--- src/hdl/sfm_pkg.sv ---
// Constants and types for the supply, CAN fault and chip mode supervisor.
// Assumes a single 125 MHz clock and an asynchronous active-low reset.
package sfm_pkg;
    // ****************************************************************
    // Clock and times
    // ****************************************************************
    localparam int CLK_MHZ = 125;
    localparam int DOM_TIMEOUT_US = 2000;
    localparam int DOM_TIMEOUT_CYC = DOM_TIMEOUT_US * CLK_MHZ;
    localparam int RESET_HOLD_US = 1000;
    localparam int RESET_HOLD_CYC = RESET_HOLD_US * CLK_MHZ;
    localparam int RESET_GIVEUP_US = 100000;
    localparam int RESET_GIVEUP_CYC = RESET_GIVEUP_US * CLK_MHZ;
    localparam int CONFIG_WAIT_US = 75000;
    localparam int CONFIG_WAIT_CYC = CONFIG_WAIT_US * CLK_MHZ;
    localparam int FILTER_CYC = 1000;
    localparam int RECOVER_CYC = 4000;
    localparam int WAKE_CYC = 500;
    localparam int CNT_W = 24;

    // ****************************************************************
    // Modes and field layout
    // ****************************************************************
    typedef enum logic [2:0] {
        CHIP_RESET = 3'h0,
        CHIP_WAIT_CFG = 3'h1,
        CHIP_NORMAL = 3'h2,
        CHIP_STANDBY = 3'h3,
        CHIP_SLEEP = 3'h4,
        CHIP_EMERGENCY = 3'h5
    } sfm_chip_e;

    typedef enum logic [1:0] {
        XM_FULL = 2'h0,
        XM_LISTEN = 2'h1,
        XM_TERM_LOGIC = 2'h2,
        XM_BUS_LOW_POWER = 2'h3
    } sfm_xcvr_e;

    localparam int NUM_FAULTS = 8;
    localparam int SUP_FAIL_BIT = 0;
    localparam int SUP_HIGH_BIT = 1;
    localparam int SUP_PERIPH_UV_BIT = 2;
    localparam logic [7:0] HIGH_SIDE_FAULTS = 8'h84;
    localparam logic [7:0] LOW_SIDE_FAULTS = 8'h68;
    localparam logic [7:0] STANDBY_FAULTS = 8'hcc;
    localparam logic [7:0] FAULTS_DEFAULT = 8'h00;
    localparam logic [2:0] SUP_DEFAULT = 3'h0;
    localparam logic [1:0] XMODE_DEFAULT = 2'h3;
endpackage : sfm_pkg

--- src/hdl/sfm_supervisor.sv ---
// Supply flags, CAN transceiver fault handling and chip mode sequencing.
// Assumes comparator and SPI-decoded inputs synchronous to clock.
`timescale 1ns/100ps
`default_nettype none
module sfm_supervisor #(
    parameter int RESET_HOLD = sfm_pkg::RESET_HOLD_CYC,     // Reset mode minimum
    parameter int RESET_GIVEUP = sfm_pkg::RESET_GIVEUP_CYC, // Regulator give-up time
    parameter int CONFIG_WAIT = sfm_pkg::CONFIG_WAIT_CYC,   // Configuration time-out
    parameter int DOM_TIMEOUT = sfm_pkg::DOM_TIMEOUT_CYC,   // Transmit dominant limit
    parameter int FILTER = sfm_pkg::FILTER_CYC,             // Fault filter time
    parameter int RECOVER = sfm_pkg::RECOVER_CYC,           // Fault recovery time
    parameter int WAKE = sfm_pkg::WAKE_CYC,                 // Wake qualification
    parameter bit SLEEP_ON_GIVEUP = 1'b1                    // Variant: sleep or stay in reset
) (
    input wire logic clock,                  // System clock
    input wire logic rst_n,                  // Async reset, active low
    input wire logic batLow,                 // Battery below 4V comparator
    input wire logic batOver,                // Battery above 20V comparator
    input wire logic periphUv,               // Peripheral regulator undervoltage
    input wire logic mcuRegLow,              // Mcu regulator below reset threshold
    input wire logic overTemp,               // Junction over-temperature
    input wire logic wdFault,                // Incorrect watchdog trigger
    input wire logic [7:0] faultRaw,         // Fault comparators, bit i = fault i+1
    input wire logic busDomHigh,             // High wire dominant
    input wire logic busDomLow,              // Low wire dominant
    input wire logic busDomDiff,             // Differential dominant
    input wire logic txDom,                  // Transmit input dominant
    input wire logic spiAny,                 // Any SPI frame received, pulse
    input wire logic spiWdCfg,               // Watchdog timing word written, pulse
    input wire logic spiXcvrWr,              // Transceiver control write, pulse
    input wire logic [1:0] spiXcvrMode,      // Mode data written
    input wire logic spiModeWr,              // Chip mode write, pulse
    input wire sfm_pkg::sfm_chip_e spiChipMode, // Requested chip mode
    input wire logic spiRdFault,             // Fault status read, pulse
    input wire logic spiRdSupply,            // Supply status read, pulse
    input wire logic spiRdWake,              // Wake status read, pulse
    input wire logic [10:0] irqMask,         // 1 enables: supply[1:0], faults, wake
    output logic irqOut_n,                   // Interrupt, active low
    output logic [2:0] supplyStatus,         // Supply status register
    output logic [7:0] faultStatus,          // Error status high and low
    output logic wakeStatus,                 // Wake event status
    output sfm_pkg::sfm_chip_e chipMode,     // Chip mode
    output sfm_pkg::sfm_xcvr_e xcvrMode,     // Effective transceiver mode
    output logic wdRunning,                  // Watchdog started
    output logic mcuRegOn,                   // Mcu regulator enable
    output logic periphRegOn,                // Peripheral regulator enable
    output logic batSwitchOn,                // Battery switch enable
    output logic highDrvEn,                  // High wire driver enable
    output logic lowDrvEn,                   // Low wire driver enable
    output logic rxEn,                       // Receiver enable
    output logic rxOut,                      // Receive output, 1 = dominant
    output logic singleWireHigh,             // Receive single wire on high
    output logic highTermGnd,                // High termination ground switch closed
    output logic lowTermLogic,               // Low termination logic switch closed
    output logic lowTermBat                  // Low termination battery switch closed
);
    import sfm_pkg::*;

    // ****************************************************************
    // State
    // ****************************************************************
    sfm_chip_e chip_r, chip_nxt;
    sfm_xcvr_e sel_r;
    logic [CNT_W-1:0] modeCnt_r;
    logic [CNT_W-1:0] domCnt_r;
    logic [CNT_W-1:0] wakeCnt_r;
    logic domTrip_r, wake_r, wdOn_r;
    logic [7:0] faultAct_r, flag_r;
    logic [2:0] sup_r;
    logic [NUM_FAULTS-1:0] detEn;

    // Fault detection enable per mode
    wire detFull = (xcvrMode == XM_FULL) || (xcvrMode == XM_LISTEN);
    wire inStandby = (xcvrMode == XM_BUS_LOW_POWER) || (xcvrMode == XM_TERM_LOGIC);
    assign detEn = detFull ? 8'hff : (inStandby ? STANDBY_FAULTS : 8'h00);

    // ****************************************************************
    // Fault filters
    // ****************************************************************
    genvar gi;
    generate
        for (gi = 0; gi < NUM_FAULTS; gi++) begin : gFault
            logic [CNT_W-1:0] cnt_r;
            wire on = faultRaw[gi] && detEn[gi];
            // Filtered set, timed recovery once comparator quiet and bus not differential dominant
            always_ff @(posedge clock or negedge rst_n) begin
                if (!rst_n) begin
                    cnt_r <= '0;
                    faultAct_r[gi] <= 1'b0;
                end else if (!faultAct_r[gi]) begin
                    cnt_r <= on ? cnt_r + 1'b1 : '0;
                    if (on && cnt_r >= CNT_W'(FILTER - 1)) begin
                        faultAct_r[gi] <= 1'b1;
                        cnt_r <= '0;
                    end
                end else begin
                    cnt_r <= (on || busDomDiff) ? '0 : cnt_r + 1'b1;
                    if (!on && !busDomDiff && cnt_r >= CNT_W'(RECOVER - 1)) begin
                        faultAct_r[gi] <= 1'b0;
                        cnt_r <= '0;
                    end
                end
            end
            // Sticky flag outside reset mode, where it follows the fault; set wins over read clear
            always_ff @(posedge clock or negedge rst_n) begin
                if (!rst_n) begin
                    flag_r[gi] <= 1'b0;
                end else if (faultAct_r[gi] || chip_r == CHIP_RESET) begin
                    flag_r[gi] <= faultAct_r[gi];
                end else if (spiRdFault) begin
                    flag_r[gi] <= 1'b0;
                end
            end
        end
    endgenerate

    // Reaction decode: which wire is lost
    wire highLost = |(faultAct_r & HIGH_SIDE_FAULTS);
    wire lowLost = |(faultAct_r & LOW_SIDE_FAULTS);

    // ****************************************************************
    // Supply flags
    // ****************************************************************
    always_ff @(posedge clock or negedge rst_n) begin
        if (!rst_n) begin
            sup_r <= SUP_DEFAULT;
        end else begin
            sup_r[SUP_FAIL_BIT] <= batLow || (sup_r[SUP_FAIL_BIT] && !spiRdSupply);
            sup_r[SUP_HIGH_BIT] <= batOver || (sup_r[SUP_HIGH_BIT] && !spiRdSupply);
            sup_r[SUP_PERIPH_UV_BIT] <= periphUv || (sup_r[SUP_PERIPH_UV_BIT] && !spiRdSupply);
        end
    end

    // ****************************************************************
    // Transmit dominant time-out
    // ****************************************************************
    always_ff @(posedge clock or negedge rst_n) begin
        if (!rst_n) begin
            domCnt_r <= '0;
            domTrip_r <= 1'b0;
        end else if (!txDom) begin
            domCnt_r <= '0;
            domTrip_r <= 1'b0;
        end else if (domCnt_r >= CNT_W'(DOM_TIMEOUT)) begin
            domTrip_r <= 1'b1;
        end else begin
            domCnt_r <= domCnt_r + 1'b1;
        end
    end

    // ****************************************************************
    // Bus wake-up
    // ****************************************************************
    wire wakeIn = (busDomHigh || busDomLow) && inStandby;
    wire wakeHit = wakeIn && wakeCnt_r == CNT_W'(WAKE - 1);
    always_ff @(posedge clock or negedge rst_n) begin
        if (!rst_n) begin
            wakeCnt_r <= '0;
            wake_r <= 1'b0;
        end else begin
            wakeCnt_r <= wakeIn ? (wakeHit ? wakeCnt_r : wakeCnt_r + 1'b1) : '0;
            wake_r <= wakeHit || (wake_r && !spiRdWake);
        end
    end

    // ****************************************************************
    // Chip mode sequencer
    // ****************************************************************
    wire holdDone = modeCnt_r >= CNT_W'(RESET_HOLD - 1);
    wire giveUp = modeCnt_r >= CNT_W'(RESET_GIVEUP - 1);
    wire cfgLate = modeCnt_r >= CNT_W'(CONFIG_WAIT - 1);
    wire modeOk = spiModeWr && chip_r != CHIP_EMERGENCY;
    always_comb begin
        chip_nxt = chip_r;
        unique case (chip_r)
            CHIP_RESET: begin
                if (holdDone && !mcuRegLow) begin
                    chip_nxt = CHIP_WAIT_CFG;
                end else if (giveUp && SLEEP_ON_GIVEUP) begin
                    chip_nxt = CHIP_SLEEP;
                end
            end
            CHIP_WAIT_CFG: begin
                if (spiModeWr && spiChipMode == CHIP_EMERGENCY) begin
                    chip_nxt = CHIP_EMERGENCY;
                end else if (spiWdCfg) begin
                    chip_nxt = CHIP_NORMAL;
                end else if (cfgLate && !wdOn_r) begin
                    chip_nxt = CHIP_SLEEP;
                end
            end
            CHIP_NORMAL, CHIP_STANDBY: begin
                if (wdFault || mcuRegLow) begin
                    chip_nxt = CHIP_RESET;
                end else if (modeOk && spiChipMode != CHIP_RESET) begin
                    chip_nxt = spiChipMode;
                end
            end
            CHIP_SLEEP: begin
                if (wakeHit) begin
                    chip_nxt = CHIP_WAIT_CFG;
                end else if (modeOk && spiChipMode == CHIP_EMERGENCY) begin
                    chip_nxt = CHIP_EMERGENCY;
                end
            end
            CHIP_EMERGENCY: chip_nxt = CHIP_EMERGENCY;
            default: chip_nxt = CHIP_RESET;
        endcase
    end

    // Mode register and time-in-mode counter
    always_ff @(posedge clock or negedge rst_n) begin
        if (!rst_n) begin
            chip_r <= CHIP_WAIT_CFG;
            modeCnt_r <= '0;
            wdOn_r <= 1'b0;
        end else begin
            chip_r <= chip_nxt;
            modeCnt_r <= (chip_nxt != chip_r) ? '0 : modeCnt_r + {{(CNT_W-1){1'b0}}, !giveUp};
            if (chip_nxt == CHIP_WAIT_CFG && chip_r != CHIP_WAIT_CFG) begin
                wdOn_r <= 1'b0;
            end else if (chip_r == CHIP_WAIT_CFG && spiWdCfg) begin
                wdOn_r <= 1'b1;
            end else if (chip_r == CHIP_WAIT_CFG && spiAny && !wdOn_r) begin
                wdOn_r <= 1'b0;
            end
        end
    end

    // Selected transceiver mode; dropped to standby on supply loss
    always_ff @(posedge clock or negedge rst_n) begin
        if (!rst_n) begin
            sel_r <= XM_BUS_LOW_POWER;
        end else if (chip_r != CHIP_NORMAL || periphUv) begin
            sel_r <= XM_BUS_LOW_POWER;
        end else if (spiXcvrWr && wdOn_r) begin
            sel_r <= sfm_xcvr_e'(spiXcvrMode);
        end
    end

    // ****************************************************************
    // Effective outputs
    // ****************************************************************
    wire normal = chip_r == CHIP_NORMAL;
    wire sb = !normal || periphUv;
    wire sfm_xcvr_e effMode = sb ? XM_BUS_LOW_POWER : sel_r;
    wire full = effMode == XM_FULL;
    wire listen = effMode == XM_LISTEN;
    wire txOk = full && !domTrip_r && !overTemp;
    wire oneWire = lowLost ? busDomHigh : (highLost ? busDomLow : busDomDiff);
    wire rxNext = (full || listen) && (oneWire || (listen && txDom));
    wire mcuNext = chip_r != CHIP_SLEEP && chip_r != CHIP_EMERGENCY;

    always_ff @(posedge clock or negedge rst_n) begin
        if (!rst_n) begin
            irqOut_n <= 1'b1;
            supplyStatus <= SUP_DEFAULT;
            faultStatus <= FAULTS_DEFAULT;
            wakeStatus <= 1'b0;
            chipMode <= CHIP_WAIT_CFG;
            xcvrMode <= XM_BUS_LOW_POWER;
            wdRunning <= 1'b0;
            mcuRegOn <= 1'b1;
            periphRegOn <= 1'b0;
            batSwitchOn <= 1'b0;
            highDrvEn <= 1'b0;
            lowDrvEn <= 1'b0;
            rxEn <= 1'b0;
            rxOut <= 1'b0;
            singleWireHigh <= 1'b0;
            highTermGnd <= 1'b0;
            lowTermLogic <= 1'b0;
            lowTermBat <= 1'b1;
        end else begin
            irqOut_n <= !(|({wake_r, flag_r, sup_r[1:0]} & irqMask));
            supplyStatus <= sup_r;
            faultStatus <= flag_r;
            wakeStatus <= wake_r;
            chipMode <= chip_r;
            xcvrMode <= effMode;
            wdRunning <= wdOn_r;
            mcuRegOn <= mcuNext;
            periphRegOn <= normal;
            batSwitchOn <= 1'b0;
            highDrvEn <= txOk && !highLost;
            lowDrvEn <= txOk && !lowLost;
            rxEn <= full || listen;
            rxOut <= rxNext;
            singleWireHigh <= lowLost;
            highTermGnd <= !highLost;
            lowTermLogic <= !lowLost && !sb;
            lowTermBat <= !lowLost && sb;
        end
    end

    // ****************************************************************
    // Checks
    // ****************************************************************
    chk_standby_drivers: assert property (@(posedge clock) disable iff (!rst_n)
        !$past(normal) |=> !highDrvEn && !lowDrvEn) else $error("drivers on outside normal");
    chk_uv_standby: assert property (@(posedge clock) disable iff (!rst_n)
        periphUv |=> xcvrMode == XM_BUS_LOW_POWER) else $error("uv did not force standby");
    chk_temp_tx: assert property (@(posedge clock) disable iff (!rst_n)
        overTemp |=> !highDrvEn && !lowDrvEn) else $error("driver on in overtemp");
    chk_low_lost: assert property (@(posedge clock) disable iff (!rst_n)
        lowLost |=> !lowDrvEn && !lowTermLogic && !lowTermBat) else $error("low side not cut");
    chk_high_lost: assert property (@(posedge clock) disable iff (!rst_n)
        highLost |=> !highDrvEn && !highTermGnd) else $error("high side not cut");
    chk_supply_flag: assert property (@(posedge clock) disable iff (!rst_n)
        batLow |=> ##1 supplyStatus[SUP_FAIL_BIT]) else $error("battery fail flag missing");
    chk_wd_first: assert property (@(posedge clock) disable iff (!rst_n)
        chip_r == CHIP_WAIT_CFG && spiWdCfg && !(spiModeWr && spiChipMode == CHIP_EMERGENCY)
        |=> chip_r == CHIP_NORMAL && wdOn_r) else $error("timing word not taken");
    chk_irq_mask: assert property (@(posedge clock) disable iff (!rst_n)
        irqMask == 11'h000 |=> irqOut_n) else $error("masked interrupt asserted");
    chk_wake_sleep: assert property (@(posedge clock) disable iff (!rst_n)
        chip_r == CHIP_SLEEP && wakeHit |=> chip_r == CHIP_WAIT_CFG && wake_r)
        else $error("wake from sleep lost");
endmodule : sfm_supervisor
`default_nettype wire

--- config.mk ---
export PLATFORM = sky130hd
export DESIGN_NAME = sfm_supervisor
export DESIGN_NICKNAME = d
export VERILOG_FILES = /design/src/hdl/sfm_pkg.sv /design/src/hdl/sfm_supervisor.sv
export SDC_FILE = /design/constraint.sdc
export NUM_CORES = 1
export LEC_CHECK = 0
export BUFFER_PORTS_ARGS = -buffer_cell sky130_fd_sc_hd__buf_2
export CAP_MARGIN = 20
export CORE_MARGIN = 2
export CORE_UTILIZATION = 40
export CTS_CLUSTER_DIAMETER = 120
export CTS_CLUSTER_SIZE = 40
export DETAILED_ROUTE_END_ITERATION = 8
export PLACE_DENSITY = 0.59
export RECOVER_POWER = 25
export SYNTH_ARGS = -nofsm -noshare
export SYNTH_HDL_FRONTEND = slang
export SYNTH_SLANG_ARGS = --single-unit
--- constraint.sdc ---
create_clock -name clock -period 2.4 [get_ports clock]
set_input_delay 0.6 -clock clock [delete_from_list [all_inputs] [get_ports clock]]
set_output_delay 0.6 -clock clock [all_outputs]
set_load 0.03 [all_outputs]
==> impl_metrics.tcl <==
set metrics [dict create \
    area_growth_pct 17.41 \
    start_kind "flip-flop" \
    power_frac_comb 0.125 \
    finalCritPeriodShare 1.052 \
    yosysWarnings 0 \
    yosysTopAreaCellShare 0.5894 \
    hold_start "irqMask[7]" \
    tightest_slew_ps 1099 \
    cts_buffer_depth 3 \
    fillers 3086 \
    ff2ff_setup_slack_ps -120 \
    rsz0062_at_grt "true" \
    diodes 0 \
    synth_area_sq_um 13200 \
    multiInputGateArea_sq_um 5489 \
    drt_iter0_drc 396 \
    path_class "flip-flop to flip-flop" \
    clock-sinks 320 \
    pwr-share-clk 0.273 \
    violations "negative setup slack" \
    async_flop_share 1.000 \
    wirelength_mm 24.69 \
    synth_cell_type_count 61 \
    synth-seq-cells 320 \
    dpl.hpwl_mm 17.23 \
    synth_common_cells "311 x dfrtp_1, 177 x nor2_1, 78 x nand3_1" \
    synth_top_cell_by_area "dfrtp_1" \
    die-area_sq_um 34480 \
    num_vias 8914 \
    synth_top_flop_cell "dfrtp_1" \
    switchingPower_mw 2.541 \
    ant_nets 0 \
    grtUsageTotal 0.1500 \
    drive_above_1_share 0.1572 \
    finalSetupViolCount 15 \
    gp_congestion 0.8281 \
    fin_crit_ps 2524 \
    vdd_ir_drop_max_v 0.0004346 \
    grt_pass1_vias 8752 \
    maxCapViolCount 0 \
    wl_per_cell_um 13.22 \
    critPathMaxStageDelay_ps 410 \
    dp.cells 1836 \
    layoutNonFillerInstCount 1867 \
    ioPinCount 73 \
    vias_per_cell 4.775 \
    slew_violations 0 \
    cp.arrival_ps 2930 \
    htreeDepth 1 \
    syn_area_per_cell_sq_um 11.12 \
    path_max_fanout 3 \
    row_count 66 \
    min_path_cells 2 \
    fp.dieH_um 185.7 \
    chipWidth_um 185.7 \
    fmax_mhz 396.2 \
    clk_latency_ps 500 \
    root_buffer "clkbuf_16" \
    grt_max_degree 80 \
    p_total_mw 9.676 \
    clkTransAtPathRegs_ps 140 \
    outcome "finished with violations" \
    leakage_nw 6.819 \
    synth_edf_count 0 \
    p_seq_frac 0.602 \
    end_kind "flip-flop" \
    cts_tree "yes" \
    numCtsBuffers 12 \
    ff_latch_area_sq_um 8019 \
    min_to "irqOut_n$_DFF_PN1_" \
    core_area_sq_um 32540 \
    yosys-top-cells-area "dfrtp_1 59%, nor2_1 5.0%, xor2_1 4.4%, xnor2_1 4.0%, nand3_1 3.0%" \
    maxSlewHeadroom 0.2671 \
    worst-r2r-cell-count 12 \
    nNetsFinal 1478 \
    p_int_mw 7.135 \
    start_util 0.4058 \
    post-synth-top-count-cell "dfrtp_1" \
    switching_share 0.2626 \
    seq_area_frac_synth 0.6073 \
    path_cells "or3_4 > a31oi_4 > nor3b_2 > o21ai_2 > ha_4 > ha_4 > nand4_1 > nor3_2 > nand2b_1 > nor2_1 > xnor2_1 > nor3_2" \
    grt_pass1_wl_mm 42.41 \
    crit_slowest_cell "or3_4" \
    r2r_end "modeCnt_r[20]$_DFF_PN0_" \
    finalHoldViolCount 0 \
    first_pass_iters 5 \
    io_buffer_count 70 \
    fin_skew_ps 24.86 \
    crit_family "simple AND/OR/NAND/NOR gates" \
    antenna_found_initial 1 \
    cp.required_ps 2810 \
    r2r-start "modeCnt_r[7]$_DFF_PN0_" \
    hp-class "primary input to flip-flop" \
    p_per_area_nw_per_um2 624.2 \
    critPathBufInv 0 \
    route.detailed.drc 0 \
    overflow 0 \
    setup_ws_ps -123.7 \
    postSynthCellCount 1187 \
]
==> how the worst max path moves through the flow <==
stage / cells after the start / slack [ps] / to / start
2_1_floorplan: 12 / -50 / modeCnt_r[22]$_DFF_PN0_ / modeCnt_r[7]$_DFF_PN0_
3_3_place_gp: 12 / -140 / modeCnt_r[19]$_DFF_PN0_ / modeCnt_r[7]$_DFF_PN0_
3_5_place_dp: 7 / -170 / modeCnt_r[0]$_DFF_PN0_ / wakeCnt_r[13]$_DFFE_PN0P_
4_1_cts: 12 / -110 / modeCnt_r[23]$_DFF_PN0_ / modeCnt_r[7]$_DFF_PN0_
5_1_grt: 12 / -260 / modeCnt_r[23]$_DFF_PN0_ / modeCnt_r[7]$_DFF_PN0_
6_report: 12 / -120 / modeCnt_r[20]$_DFF_PN0_ / modeCnt_r[7]$_DFF_PN0_
==> registers in the layout, indices dropped and copies added (netlist names), 8 cells and up <==
register and count:
flag_r 8, wakeCnt_r 24, gFault.cnt_r 192, faultStatus 8
modeCnt_r 24, faultAct_r 8, domCnt_r 24
==> metal layers <==
metal / track usage / vias up / share of wire
met4: 0.02520 / 0 / 0.0096
met1: 0.2173 / 4354 / 0.49
met5: 0 / - / 0
met3: 0.01644 / 14 / 0.029
met2: 0.2477 / 107 / 0.47
li1: - / 4439 / -
==> power by group through the flow <==
| stage | combinational, mW | clock (mW) | sequential (mW) |
|---|---|---|---|
| detailed placement | 1.17 | 0 | 5.92 |
| CTS | 1.22 | 2.80 | 5.82 |
| global placement | 1.15 | 0 | 5.92 |
| global route | 1.34 | 2.98 | 5.87 |
| floorplan | 0.599 | 0 | 6.01 |
| finish | 1.21 | 2.64 | 5.82 |
==> cell usage in the layout (no fill, tap or decap), types with 5 or more instances in the layout <==
cell type  Yosys  final
nor3b_1        9      7
clkbuf_1      16      8
nor2b_1       18     18
or3_1         24     23
nor3_1        25     22
a211oi_1       9      9
nor3_2        24     26
nor2_1       177    174
inv_1         34     34
nand2_1       72     70
buf_4          3     65
dfstp_2        9      9
nand3_1       78     77
and3_1        17     17
nand4_1       26     26
nand2b_1       7      7
xor2_1        67     67
a21boi_0      10     10
a21oi_1       28     27
or4_1          8      8
clkbuf_16      0     13
a22oi_1        7      5
buf_2          4     68
ha_1          13     11
o21ai_0       20     20
conb_1         1     97
and2_1        18     13
nor4_1        34     31
xnor2_1       60     60
dfrtp_1      311    311
and2_0         0      5
a21o_1         8      8
==> cell families after synthesis <==
| logic type | after synthesis | share of synthesized area |
|---|---|---|
| and+or+nand+nor | 549 | 0.2141 |
| DFF | 320 | 0.6073 |
| xor gates and xnor gates | 127 | 0.08424 |
| AOI/OAI and AO/OA | 116 | 0.06017 |
| buffers and inverters | 59 | 0.01971 |
| adders and majority gates | 13 | 0.01232 |
| muxes | 2 | 0.001895 |
| other | 1 | 0.0002840 |
==> area by class of cell <==
| cell class | instances | area share |
|---|---|---|
| clock buffer | 14 | 0.02123 |
| clock inverter | 3 | 0.003309 |
| timing repair buffer | 147 | 0.06021 |
| inverter | 34 | 0.008232 |
| multi-input combinational | 907 | 0.3541 |
| tap | 442 | 0.03567 |
| sequential | 320 | 0.5173 |
==> repair_timing <==
item | 4_1_cts | 5_1_grt
cloned | 3 | 0
setup endpoints to repair | 24 | 56
gates resized for setup | 12 | 9
hold buffers | 1 | 0
pin swaps | 25 | 6
setup buffers | 4 | 7
hold endpoints to repair | 15 | 0
==> worst reg2reg max path, stage by stage (launching register included) <==
cell and delay [ps]:
dfrtp_1 400, or3_4 410, a31oi_4 170, nor3b_2 70
o21ai_2 190, ha_4 200, ha_4 130, nand4_1 140
nor3_2 230, nand2b_1 130, nor2_1 150, xnor2_1 150
nor3_2 50
==> stage by stage <==
step             util  hold WS [ps]  TNS (ps)  instance area (sq um)  setup slack [ps]
6_report       0.4765         219.6    -995.2                  15500            -123.7
5_1_grt        0.4765         203.2     -3521                  15500            -265.0
4_1_cts        0.4751         194.8    -629.3                  15460            -106.0
3_5_place_dp   0.4597         375.0     -3274                  14960            -174.0
3_3_place_gp   0.4597         363.0     -2438                  14960            -143.6
2_1_floorplan       -         304.4    -222.9                  13630            -46.60
Power figures use the tool's default switching activity.
